$ cat config.mk
export PLATFORM = sky130hd
export DESIGN_NAME = bte_setup
export DESIGN_NICKNAME = d
export VERILOG_FILES = /design/src/design/bte_pkg.sv /design/src/design/bte_blend_if.sv /design/src/design/bte_blend.sv /design/src/design/bte_setup.sv
export VERILOG_INCLUDE_DIRS = /design/src /design/src/design
export SDC_FILE = /design/constraint.sdc
export NUM_CORES = 2
export LEC_CHECK = 0
export BUFFER_PORTS_ARGS = -buffer_cell sky130_fd_sc_hd__buf_2
export CAP_MARGIN = 20
export CORE_UTILIZATION = 30
export CTS_BUF_LIST = sky130_fd_sc_hd__clkbuf_4
export DETAILED_ROUTE_END_ITERATION = 8
export PLACE_DENSITY_LB_ADDON = 0.1
export REMOVE_ABC_BUFFERS = 1
export SLEW_MARGIN = 20
export SYNTH_ARGS = -nofsm -noshare
export SYNTH_HDL_FRONTEND = slang
export SYNTH_HIERARCHICAL = 1
export SYNTH_SLANG_ARGS = --single-unit
$ cat constraint.sdc
create_clock -name mclk_i -period 44 [get_ports mclk_i]
set_input_delay 4.4 -clock mclk_i [delete_from_list [all_inputs] [get_ports mclk_i]]
set_output_delay 4.4 -clock mclk_i [all_outputs]
set_load 0.01 [all_outputs]
$ cat src/design/bte_consts.svh
`ifndef BTE_CONSTS_SVH
`define BTE_CONSTS_SVH

// ==================================================
// register byte addresses
`define BTE_CTRL0_ADDR 8'h90
`define BTE_CTRL1_ADDR 8'h91
`define BTE_DEPTH_ADDR 8'h92
`define BTE_SA_BASE_ADDR 8'h93
`define BTE_SA_WIDTH_ADDR 8'h97
`define BTE_SA_LEFT_ADDR 8'h99
`define BTE_SA_TOP_ADDR 8'h9B
`define BTE_SB_BASE_ADDR 8'h9D
`define BTE_SB_WIDTH_ADDR 8'hA1
`define BTE_SB_LEFT_ADDR 8'hA3
`define BTE_SB_TOP_ADDR 8'hA5
`define BTE_TG_BASE_ADDR 8'hA7
`define BTE_TG_WIDTH_ADDR 8'hAB
`define BTE_TG_LEFT_ADDR 8'hAD
`define BTE_TG_TOP_ADDR 8'hAF
`define BTE_OPW_ADDR 8'hB1
`define BTE_OPH_ADDR 8'hB3
`define BTE_BLEND_ADDR 8'hB5
`define BTE_REG_COUNT 38
`define BTE_REG_RESET 8'h00

// ==================================================
// field positions
`define BTE_ENABLE_BIT 4
`define BTE_PATTERN_BIT 0
`define BTE_OPCODE_LSB 0
`define BTE_SA_DEPTH_LSB 5
`define BTE_SB_DEPTH_LSB 2
`define BTE_TG_DEPTH_LSB 0

// ==================================================
// write masks for bytes with fixed or unused bits
`define BTE_MASK_CTRL0 8'h01
`define BTE_MASK_DEPTH 8'h7F
`define BTE_MASK_ALIGN 8'hFC
`define BTE_MASK_HIGH13 8'h1F
`define BTE_MASK_BLEND 8'h3F
`define BTE_MASK_FULL 8'hFF

// ==================================================
// pattern sizes in pixels
`define BTE_PATTERN_SMALL 13'h0008
`define BTE_PATTERN_LARGE 13'h0010

`endif

$ cat src/design/bte_pkg.sv
package bte_pkg;

    typedef enum logic [3:0] {
        BTE_OP_PAT_ROP = 4'h6,
        BTE_OP_PAT_KEY = 4'h7,
        BTE_OP_HOST_BLEND = 4'hB,
        BTE_OP_SOLID_FILL = 4'hC,
        BTE_OP_RESERVED = 4'hD,
        BTE_OP_MONO_EXPAND = 4'hE,
        BTE_OP_MONO_KEY = 4'hF
    } bte_opcode_type;

    typedef enum logic [2:0] {
        BTE_SB_8BPP = 3'h0,
        BTE_SB_16BPP = 3'h1,
        BTE_SB_24BPP = 3'h2,
        BTE_SB_CONST = 3'h3,
        BTE_SB_ALPHA8 = 3'h4,
        BTE_SB_ALPHA16 = 3'h5
    } bte_sb_depth_type;

    typedef enum {
        BTE_IDLE,
        BTE_PIX_START,
        BTE_HOST_WAIT,
        BTE_READ_A,
        BTE_READ_B,
        BTE_BLEND,
        BTE_WRITE,
        BTE_WRITE_WAIT,
        BTE_NEXT
    } bte_fsm_type;

    typedef struct packed {
        logic [37:0][7:0] regs;
        bte_fsm_type st;
        logic [12:0] x;
        logic [12:0] y;
        logic [23:0] pix_a;
        logic [23:0] pix_b;
        logic mem_req;
        logic mem_we;
        logic [31:0] mem_addr;
        logic [31:0] mem_wdata;
        logic host_ready;
        logic [7:0] rdata;
        logic busy;
    } bte_state_type;

endpackage : bte_pkg

$ cat src/design/bte_blend_if.sv
`timescale 1ns/1ps
interface bte_blend_if;
    logic [23:0] pix_a;
    logic [23:0] pix_b;
    logic [5:0] factor;
    logic [23:0] mixed;

    modport core (output pix_a, output pix_b, output factor, input mixed);
    modport mixer (input pix_a, input pix_b, input factor, output mixed);
endinterface : bte_blend_if

$ cat src/design/bte_blend.sv
`timescale 1ns/1ps
module bte_blend (
    // blend operands and result
    bte_blend_if.mixer bl
);
    logic [5:0] alpha;

    // ==================================================
    // factor decode: 00h..1Fh is n/32, 2Xh is exactly one
    assign alpha = bl.factor[5] ? 6'h20 : {1'b0, bl.factor[4:0]};

    genvar c;
    generate
        for (c = 0; c < 3; c++) begin : g_comp
            logic [13:0] sum;
            // a*(1-alpha) + b*alpha per component
            assign sum = 14'(bl.pix_a[c*8 +: 8] * (6'h20 - alpha)) + 14'(bl.pix_b[c*8 +: 8] * alpha);
            assign bl.mixed[c*8 +: 8] = sum[12:5];
        end
    endgenerate
endmodule : bte_blend

$ cat src/design/bte_setup.sv
// Contract
// - opcode 1011b: host source A blended with memory source B, written to target
// - opcode 1100b: fill target window with register colour, no source read
// - opcode 1110b: expand monochrome source A bits from memory into colour pixels
// - opcode 1111b: zero bit leaves target untouched, one bit writes foreground
// - source A and target depth: 00b 8bpp, 01b 16bpp, 1x 24bpp
// - source B depth: 8, 16, 24 bpp, constant colour, 8 or 16 bit alpha
// - constant colour mode: base bytes become red, green, blue; top byte ignored
// - all three base addresses are word aligned, low two bits zero
// - window corner coordinates are 13 bits over two bytes, top three bits unused
// - operation window width and height are 13-bit counts over two bytes
// - pattern fill uses 8 or 16 pixel window, ignoring programmed size
// - blend factor 00h..1Fh means n/32, 2Xh means one
// - output equals A times one minus alpha plus B times alpha
// - writing enable bit 4 starts the engine, reading it returns busy
// - opcode is the low four bits of the second control register
`timescale 1ns/1ps
`include "bte_consts.svh"
module bte_setup
    import bte_pkg::*;
(
    // clock and reset
    input wire logic mclk_i,
    input wire logic rst_i,
    // register port
    input wire logic [7:0] reg_addr_i,
    input wire logic [7:0] reg_wdata_i,
    input wire logic reg_we_i,
    input wire logic reg_re_i,
    output logic [7:0] reg_rdata_o,
    // colours from the rest of the unit
    input wire logic [23:0] fg_color_i,
    input wire logic [23:0] bg_color_i,
    // host pixel stream for source A
    input wire logic [23:0] host_pix_i,
    input wire logic host_pix_valid_i,
    output logic host_pix_ready_o,
    // display memory port
    output logic mem_req_o,
    output logic mem_we_o,
    output logic [31:0] mem_addr_o,
    output logic [31:0] mem_wdata_o,
    input wire logic [31:0] mem_rdata_i,
    input wire logic mem_ack_i,
    // status
    output logic busy_o
);

    bte_state_type q;
    bte_state_type d;
    bte_blend_if bl ();

    // ==================================================
    // register field views
    logic [7:0] reg_idx;
    logic in_range;
    logic pattern_large;
    bte_opcode_type opcode;
    logic [1:0] sa_depth;
    bte_sb_depth_type sb_depth;
    logic [1:0] tg_depth;
    logic [31:0] sa_base;
    logic [31:0] sb_base;
    logic [31:0] tg_base;
    logic [12:0] sa_width;
    logic [12:0] sa_left;
    logic [12:0] sa_top;
    logic [12:0] sb_width;
    logic [12:0] sb_left;
    logic [12:0] sb_top;
    logic [12:0] tg_width;
    logic [12:0] tg_left;
    logic [12:0] tg_top;
    logic [12:0] op_window_width;
    logic [12:0] op_window_height;
    logic [12:0] eff_width;
    logic [12:0] eff_height;
    logic [23:0] const_color;
    logic is_pattern;
    logic mono_bit;
    logic start;

    function automatic logic [12:0] pair13(input logic [37:0][7:0] r, input logic [7:0] addr);
        logic [7:0] i;
        i = addr - `BTE_CTRL0_ADDR;
        return {r[i + 8'h01][4:0], r[i]};
    endfunction : pair13

    function automatic logic [31:0] quad32(input logic [37:0][7:0] r, input logic [7:0] addr);
        logic [7:0] i;
        i = addr - `BTE_CTRL0_ADDR;
        return {r[i + 8'h03], r[i + 8'h02], r[i + 8'h01], r[i][7:2], 2'b00};
    endfunction : quad32

    always_comb begin
        reg_idx = reg_addr_i - `BTE_CTRL0_ADDR;
        in_range = (reg_addr_i >= `BTE_CTRL0_ADDR) && (reg_addr_i <= `BTE_BLEND_ADDR);
        pattern_large = q.regs[0][`BTE_PATTERN_BIT];
        opcode = bte_opcode_type'(q.regs[1][`BTE_OPCODE_LSB +: 4]);
        sa_depth = q.regs[2][`BTE_SA_DEPTH_LSB +: 2];
        sb_depth = bte_sb_depth_type'(q.regs[2][`BTE_SB_DEPTH_LSB +: 3]);
        tg_depth = q.regs[2][`BTE_TG_DEPTH_LSB +: 2];
        sa_base = quad32(q.regs, `BTE_SA_BASE_ADDR);
        sb_base = quad32(q.regs, `BTE_SB_BASE_ADDR);
        tg_base = quad32(q.regs, `BTE_TG_BASE_ADDR);
        sa_width = pair13(q.regs, `BTE_SA_WIDTH_ADDR);
        sa_left = pair13(q.regs, `BTE_SA_LEFT_ADDR);
        sa_top = pair13(q.regs, `BTE_SA_TOP_ADDR);
        sb_width = pair13(q.regs, `BTE_SB_WIDTH_ADDR);
        sb_left = pair13(q.regs, `BTE_SB_LEFT_ADDR);
        sb_top = pair13(q.regs, `BTE_SB_TOP_ADDR);
        tg_width = pair13(q.regs, `BTE_TG_WIDTH_ADDR);
        tg_left = pair13(q.regs, `BTE_TG_LEFT_ADDR);
        tg_top = pair13(q.regs, `BTE_TG_TOP_ADDR);
        op_window_width = pair13(q.regs, `BTE_OPW_ADDR);
        op_window_height = pair13(q.regs, `BTE_OPH_ADDR);
        // base bytes reread as {blue, green, red}, top byte dropped
        const_color = {q.regs[`BTE_SB_BASE_ADDR - `BTE_CTRL0_ADDR + 2],
                       q.regs[`BTE_SB_BASE_ADDR - `BTE_CTRL0_ADDR + 1],
                       q.regs[`BTE_SB_BASE_ADDR - `BTE_CTRL0_ADDR]};
        is_pattern = (opcode == BTE_OP_PAT_ROP) || (opcode == BTE_OP_PAT_KEY);
        if (is_pattern) begin
            eff_width = pattern_large ? `BTE_PATTERN_LARGE : `BTE_PATTERN_SMALL;
            eff_height = pattern_large ? `BTE_PATTERN_LARGE : `BTE_PATTERN_SMALL;
        end else begin
            eff_width = op_window_width;
            eff_height = op_window_height;
        end
    end

    // ==================================================
    // pixel format helpers; colour is kept as {blue, green, red}
    function automatic logic [31:0] bytes_per_pixel(input logic [2:0] code);
        case (code)
            3'h0, 3'h4: return 32'h1;
            3'h1, 3'h5: return 32'h2;
            default: return 32'h3;
        endcase
    endfunction : bytes_per_pixel

    function automatic logic [2:0] wide_code(input logic [1:0] code);
        return code[1] ? 3'h2 : {2'b00, code[0]};
    endfunction : wide_code

    function automatic logic [23:0] to_color(input logic [2:0] code, input logic [31:0] w);
        case (code)
            3'h0, 3'h4: return {{4{w[7:6]}}, w[5:3], w[5:3], w[5:4], w[2:0], w[2:0], w[2:1]};
            3'h1, 3'h5: return {w[15:11], w[15:13], w[10:5], w[10:9], w[4:0], w[4:2]};
            default: return w[23:0];
        endcase
    endfunction : to_color

    function automatic logic [31:0] from_color(input logic [2:0] code, input logic [23:0] c);
        case (code)
            3'h0: return {24'h000000, c[23:22], c[15:13], c[7:5]};
            3'h1: return {16'h0000, c[23:19], c[15:10], c[7:3]};
            default: return {8'h00, c};
        endcase
    endfunction : from_color

    function automatic logic [31:0] lin_index(input logic [12:0] width, input logic [12:0] left,
                                              input logic [12:0] top, input logic [12:0] x, input logic [12:0] y);
        logic [31:0] row;
        logic [31:0] col;
        row = 32'(top) + 32'(y);
        col = 32'(left) + 32'(x);
        return row * 32'(width) + col;
    endfunction : lin_index

    // ==================================================
    // blend datapath
    assign bl.pix_a = q.pix_a;
    assign bl.pix_b = q.pix_b;
    assign bl.factor = q.regs[`BTE_BLEND_ADDR - `BTE_CTRL0_ADDR][5:0];

    bte_blend u_blend (
        .bl(bl.mixer)
    );

    // ==================================================
    // next-state logic
    always_comb begin
        d = q;
        d.rdata = 8'h00;
        start = reg_we_i && (reg_addr_i == `BTE_CTRL0_ADDR) && reg_wdata_i[`BTE_ENABLE_BIT] && (q.st == BTE_IDLE);
        mono_bit = mem_rdata_i[3'h7 - q.x[2:0]];

        // register port; fixed and unused bits are never stored
        if (reg_we_i && in_range) begin
            case (reg_addr_i)
                `BTE_CTRL0_ADDR: d.regs[reg_idx] = reg_wdata_i & `BTE_MASK_CTRL0;
                `BTE_DEPTH_ADDR: d.regs[reg_idx] = reg_wdata_i & `BTE_MASK_DEPTH;
                `BTE_SA_BASE_ADDR, `BTE_SB_BASE_ADDR, `BTE_TG_BASE_ADDR,
                `BTE_SA_WIDTH_ADDR, `BTE_SB_WIDTH_ADDR, `BTE_TG_WIDTH_ADDR:
                    d.regs[reg_idx] = reg_wdata_i & `BTE_MASK_ALIGN;
                `BTE_SA_WIDTH_ADDR + 8'h01, `BTE_SA_LEFT_ADDR + 8'h01, `BTE_SA_TOP_ADDR + 8'h01,
                `BTE_SB_WIDTH_ADDR + 8'h01, `BTE_SB_LEFT_ADDR + 8'h01, `BTE_SB_TOP_ADDR + 8'h01,
                `BTE_TG_WIDTH_ADDR + 8'h01, `BTE_TG_LEFT_ADDR + 8'h01, `BTE_TG_TOP_ADDR + 8'h01,
                `BTE_OPW_ADDR + 8'h01, `BTE_OPH_ADDR + 8'h01:
                    d.regs[reg_idx] = reg_wdata_i & `BTE_MASK_HIGH13;
                `BTE_BLEND_ADDR: d.regs[reg_idx] = reg_wdata_i & `BTE_MASK_BLEND;
                default: d.regs[reg_idx] = reg_wdata_i & `BTE_MASK_FULL;
            endcase
        end
        if (reg_re_i && in_range) begin
            if (reg_addr_i == `BTE_CTRL0_ADDR) begin
                d.rdata = q.regs[0];
                d.rdata[`BTE_ENABLE_BIT] = q.busy;
            end else begin
                d.rdata = q.regs[reg_idx];
            end
        end

        // engine
        case (q.st)
            BTE_IDLE: begin
                // a zero width or height would wrap to 8192 pixels, so an empty window is not started
                if (start && (eff_width != 13'h0000) && (eff_height != 13'h0000)) begin
                    d.x = 13'h0000;
                    d.y = 13'h0000;
                    d.st = BTE_PIX_START;
                end
            end
            BTE_PIX_START: begin
                case (opcode)
                    BTE_OP_HOST_BLEND: begin
                        d.host_ready = 1'b1;
                        d.st = BTE_HOST_WAIT;
                    end
                    BTE_OP_SOLID_FILL: begin
                        d.pix_a = fg_color_i;
                        d.st = BTE_WRITE;
                    end
                    BTE_OP_MONO_EXPAND, BTE_OP_MONO_KEY: begin
                        d.mem_req = 1'b1;
                        d.mem_addr = sa_base + (lin_index(sa_width, sa_left, sa_top, q.x, q.y) >> 3);
                        d.st = BTE_READ_A;
                    end
                    BTE_OP_PAT_ROP, BTE_OP_PAT_KEY: begin
                        d.mem_req = 1'b1;
                        d.mem_addr = sa_base + lin_index(sa_width, sa_left, sa_top, q.x, q.y)
                                     * bytes_per_pixel(wide_code(sa_depth));
                        d.st = BTE_READ_A;
                    end
                    default: d.st = BTE_IDLE;
                endcase
            end
            BTE_HOST_WAIT: begin
                if (host_pix_valid_i && q.host_ready) begin
                    d.host_ready = 1'b0;
                    d.pix_a = host_pix_i;
                    if (sb_depth == BTE_SB_CONST) begin
                        d.pix_b = const_color;
                        d.st = BTE_BLEND;
                    end else begin
                        d.mem_req = 1'b1;
                        d.mem_addr = sb_base + lin_index(sb_width, sb_left, sb_top, q.x, q.y)
                                     * bytes_per_pixel(sb_depth);
                        d.st = BTE_READ_B;
                    end
                end
            end
            BTE_READ_A: begin
                if (mem_ack_i) begin
                    d.mem_req = 1'b0;
                    d.st = BTE_WRITE;
                    if (is_pattern) begin
                        d.pix_a = to_color(wide_code(sa_depth), mem_rdata_i);
                        if ((opcode == BTE_OP_PAT_KEY) && (d.pix_a == bg_color_i)) begin
                            d.st = BTE_NEXT;
                        end
                    end else begin
                        d.pix_a = mono_bit ? fg_color_i : bg_color_i;
                        if ((opcode == BTE_OP_MONO_KEY) && !mono_bit) begin
                            d.st = BTE_NEXT;
                        end
                    end
                end
            end
            BTE_READ_B: begin
                if (mem_ack_i) begin
                    d.mem_req = 1'b0;
                    d.pix_b = to_color(sb_depth, mem_rdata_i);
                    d.st = BTE_BLEND;
                end
            end
            BTE_BLEND: begin
                d.pix_a = bl.mixed;
                d.st = BTE_WRITE;
            end
            BTE_WRITE: begin
                d.mem_req = 1'b1;
                d.mem_we = 1'b1;
                d.mem_addr = tg_base + lin_index(tg_width, tg_left, tg_top, q.x, q.y)
                             * bytes_per_pixel(wide_code(tg_depth));
                d.mem_wdata = from_color(wide_code(tg_depth), q.pix_a);
                d.st = BTE_WRITE_WAIT;
            end
            BTE_WRITE_WAIT: begin
                if (mem_ack_i) begin
                    d.mem_req = 1'b0;
                    d.mem_we = 1'b0;
                    d.st = BTE_NEXT;
                end
            end
            BTE_NEXT: begin
                d.st = BTE_PIX_START;
                if (q.x == eff_width - 13'h0001) begin
                    d.x = 13'h0000;
                    if (q.y == eff_height - 13'h0001) begin
                        d.st = BTE_IDLE;
                    end else begin
                        d.y = q.y + 13'h0001;
                    end
                end else begin
                    d.x = q.x + 13'h0001;
                end
            end
            default: d.st = BTE_IDLE;
        endcase
        d.busy = (d.st != BTE_IDLE);
    end

    // ==================================================
    // state register
    always_ff @(posedge mclk_i or posedge rst_i) begin
        if (rst_i) begin
            q.regs <= {`BTE_REG_COUNT{`BTE_REG_RESET}};
            q.st <= BTE_IDLE;
            q.x <= 13'h0000;
            q.y <= 13'h0000;
            q.pix_a <= 24'h000000;
            q.pix_b <= 24'h000000;
            q.mem_req <= 1'b0;
            q.mem_we <= 1'b0;
            q.mem_addr <= 32'h00000000;
            q.mem_wdata <= 32'h00000000;
            q.host_ready <= 1'b0;
            q.rdata <= 8'h00;
            q.busy <= 1'b0;
        end else begin
            q <= d;
        end
    end

    // ==================================================
    // outputs, all straight from the state register
    assign reg_rdata_o = q.rdata;
    assign host_pix_ready_o = q.host_ready;
    assign mem_req_o = q.mem_req;
    assign mem_we_o = q.mem_we;
    assign mem_addr_o = q.mem_addr;
    assign mem_wdata_o = q.mem_wdata;
    assign busy_o = q.busy;

endmodule : bte_setup

==> impl_metrics.env <==
export IMPL_status="finished clean"
export IMPL_die_area_sq_mm=0.234
export IMPL_syn_to_final_growth_pct=8.96
export IMPL_routabilityCongestion=0.912
export IMPL_route_antenna_remaining_nets=0
export IMPL_portBuffers=185
export IMPL_power_combinational_fraction_pct=52.0
export IMPL_crit_path_top_delay_cell="sky130_fd_sc_hd__a2111oi_0"
export IMPL_cts_stage_hold_buffer_count=0
export IMPL_syn_cell_area_sq_mm=0.0695
export IMPL_part_of_the_cycle_the_worst_path_needs_pct=32.6
export IMPL_cts_inserted_buffers=156
export IMPL_power_share_clock_pct=24.6
export IMPL_timing_setup_tns_ns=0
export IMPL_initialDrtViolationCount=3483
export IMPL_dieWidth_um=483
export IMPL_placement_cell_area_sq_mm=0.0738
export IMPL_cp_max_fanout=13
export IMPL_netSwitchingPower_uw=922
export IMPL_floorplan_initialDensity_pct=30.2
export IMPL_synth_area_top_cells="sky130_fd_sc_hd__fa_1 23%, sky130_fd_sc_hd__dfrtp_1 17%, sky130_fd_sc_hd__ha_1 16%"
export IMPL_yosys_cell_count_top_type="sky130_fd_sc_hd__inv_1"
export IMPL_cellInternalPower_mw=1.03
export IMPL_synth_top_area_share_pct=22.6
export IMPL_rows=176
export IMPL_seq_power_share_pct=23.4
export IMPL_post_drt_wl_per_cell_um=23.6
export IMPL_grt_first_pass_wirelength_um=381000
export IMPL_crit_arrival_ns=15.39
export IMPL_multi_input_comb_area_sq_mm=0.0521
export IMPL_cts_post_setup_buffers_inserted=0
export IMPL_chipHeight_um=483
export IMPL_number_of_h_tree_levels=4
export IMPL_tritoncts_num_sinks=478
export IMPL_via_per_inst=5.00
export IMPL_timing_max_slew_rel_slack_pct=18.2
export IMPL_drive_gt1_share_pct=10.9
export IMPL_crit_type="flip-flop to flip-flop"
export IMPL_io_pins=202
export IMPL_clockBufferDepth=3
export IMPL_global_route_usage_total_pct=22.0
export IMPL_crit_path_frequent_cell="sky130_fd_sc_hd__fa_1"
export IMPL_total_drc_errors_in_the_routed_layout=0
export IMPL_synth_area_per_cell_sq_um=9.11
export IMPL_drv_cap=0
export IMPL_ctsResizeCount=0
export IMPL_critical_path_startpoint_type="flip-flop"
export IMPL_asyncSetResetFlopFracSynth_pct=100
export IMPL_number_of_synthesized_register_bits=478
export IMPL_maxSlewViolCount=0
export IMPL_final_core_utilization_pct=32.9
export IMPL_finalClockSkew_ns=0.107
export IMPL_final_hold_vio_count=0
export IMPL_synth_enable_flop_cells=0
export IMPL_leakagePower_nw=39.2
export IMPL_timing_critical_path_to_type="flip-flop"
export IMPL_finalWorstSetupSlack_ns=29.66
export IMPL_synth_seq_area_share_pct=17.2
export IMPL_postSynthCellCount=7633
export IMPL_seq_area_sq_mm=0.0120
export IMPL_worst_path_largest_cell_delay_ns=0.68
export IMPL_ys_types=98
export IMPL_insertion_delay_ns=1.25
export IMPL_vias=54260
export IMPL_clockRootBuffer="sky130_fd_sc_hd__clkbuf_4"
export IMPL_ys_warn_count=6
export IMPL_first_global_vias=56355
export IMPL_max_vdd_ir_drop_v=0.0000355
export IMPL_layout_nets=9524
export IMPL_grt_max_degree=157
export IMPL_synth_top_cell_by_area="sky130_fd_sc_hd__fa_1"
export IMPL_nFillCells=24148
export IMPL_power_per_cell_area_mw_per_mm2=25.8
export IMPL_detail_route_wirelength_um=256000
export IMPL_tritoncts="built"
export IMPL_post_route_min_period_ns=14.34
export IMPL_yosys_most_used_dff="sky130_fd_sc_hd__dfrtp_1"
export IMPL_globalRouteOverflowTotal=0
export IMPL_detailedPlace_worstSlack_ns=29.50
export IMPL_cts_clk_slew_worst_paths_ns=0.06
export IMPL_grt_antenna_before_repair=25
export IMPL_worst_pin_slew_ns=1.22
export IMPL_power_switching_fraction_pct=47.1
export IMPL_rsz0062_at_grt="false"
export IMPL_hold_path_class="flip-flop to flip-flop"
export IMPL_critical_path_required_ns=45.06
export IMPL_area_of_the_placeable_core_sq_mm=0.230
export IMPL_clock_fmax_mhz=69.8
export IMPL_fin_area_sq_mm=0.0758
export IMPL_finalSetupViolations=0
export IMPL_commonest_cells_in_the_netlist="1,104 x sky130_fd_sc_hd__inv_1, 899 x sky130_fd_sc_hd__ha_1, 820 x sky130_fd_sc_hd__nand2_1"
export IMPL_dpl_hpwl_um=204000
export IMPL_drtPass1Iterations=8
[layout by cell type (no fill, tap or decap), types with 89 or more instances in the layout]
| cell type | instances |
|---|---|
| sky130_fd_sc_hd__nor2_1 | 486 |
| sky130_fd_sc_hd__mux2_2 | 128 |
| sky130_fd_sc_hd__nand2_1 | 819 |
| sky130_fd_sc_hd__nor2b_1 | 94 |
| sky130_fd_sc_hd__o21ai_0 | 308 |
| sky130_fd_sc_hd__nand3_1 | 90 |
| sky130_fd_sc_hd__a21oi_1 | 355 |
| sky130_fd_sc_hd__dfrtp_1 | 475 |
| sky130_fd_sc_hd__clkbuf_4 | 209 |
| sky130_fd_sc_hd__xnor2_1 | 194 |
| sky130_fd_sc_hd__and2_1 | 425 |
| sky130_fd_sc_hd__xor2_1 | 113 |
| sky130_fd_sc_hd__buf_4 | 107 |
| sky130_fd_sc_hd__buf_2 | 183 |
| sky130_fd_sc_hd__inv_1 | 1103 |
| sky130_fd_sc_hd__mux4_2 | 89 |
| sky130_fd_sc_hd__ha_1 | 899 |
| sky130_fd_sc_hd__a21o_1 | 94 |
| sky130_fd_sc_hd__fa_1 | 786 |
[power by group through the flow]
stage	sequential [mW]	clock, mW	combinational [mW]
6_report	0.457	0.481	1.02
3_5_place_dp	0.465	0	1.01
5_1_grt	0.457	0.521	1.12
4_1_cts	0.457	0.499	1.02
2_1_floorplan	0.460	0	0.636
3_3_place_gp	0.464	0	1.01
[path summary, 6_finish.rpt]
| path | cells past startpoint | to | slack, ns | startpoint |
|---|---|---|---|---|
| worst max register to register | 47 | mem_addr_o[30] | 29.66 | q[124] |
| worst min-delay path | 2 | mem_wdata_o[17] | 0.46 | mem_wdata_o[17] |
| min in group asynchronous | 2 | bl.pix_a[7] | 3.20 | rst_i |
| max in group asynchronous | 5 | q[398] | 37.88 | rst_i |
| worst min register to register | 2 | mem_wdata_o[17] | 0.46 | mem_wdata_o[17] |
| worst max-delay path | 47 | mem_addr_o[30] | 29.66 | q[124] |
[critical path: cells and delay by family, from the launching register on]
kind                     cells  cell delay [ns]
multiplexers                 1             0.09
XOR/XNOR                     2             0.85
AND/OR/NAND/NOR              6             1.12
AO/OA/AOI/OAI               19             4.99
flip-flops                   1             0.63
buffers and inverters        4             0.36
adder cells (fa/ha/maj)     15             6.11
[layout make-up]
| type | count | area share, % |
|---|---|---|
| Sequential cell | 478 | 15.8 |
| Multi-Input combinational cell | 5676 | 68.8 |
| Tap cell | 3026 | 5.00 |
| Antenna cell | 17 | 0.0562 |
| Timing Repair Buffer | 295 | 2.38 |
| Clock inverter | 50 | 0.411 |
| Inverter | 1106 | 5.49 |
| Clock buffer | 209 | 2.07 |
[per-layer routing]
layer | part of all wire (%) | GRT usage, %
met5 | 0.033 | 0
met4 | 3.1 | 6.60
met3 | 4.3 | 2.91
met2 | 48 | 36.9
met1 | 45 | 29.3
[state kept, by name (all words and copies together) (netlist names)]
name / flops
bl.factor: 6
bl.pix_a: 24
bl.pix_b: 24
busy_o: 1
const_color: 24
host_pix_ready_o: 1
mem_addr_o: 32
mem_req_o: 1
mem_wdata_o: 24
mem_we_o: 1
op_window_height: 13
op_window_width: 13
opcode: 4
pattern_large: 1
q: 301
reg_rdata_o: 8
[stage by stage]
stage	total power [mW]	instances	hold WS, ns
floorplan	1.10	7260	0.442
global placement	1.48	10579	0.445
detailed placement	1.48	10579	0.455
CTS	1.98	10838	0.468
global route	2.09	10848	0.489
finish	1.96	10857	0.459
[kinds of logic (layout without fill, tap and decap cells)]
group | after synthesis | after routing | synth area share, %
xor gates and xnor gates | 334 | 334 | 4.27
AOI/OAI and AO/OA | 1161 | 1161 | 10.4
buffers and inverters | 1514 | 1660 | 8.61
adders and majority gates | 1685 | 1685 | 38.8
other | 1 | 53 | 0.00539
DFF | 478 | 478 | 17.2
and+or+nand+nor | 2186 | 2186 | 14.9
muxes | 274 | 274 | 5.80
(Power assumes the default switching activity.)
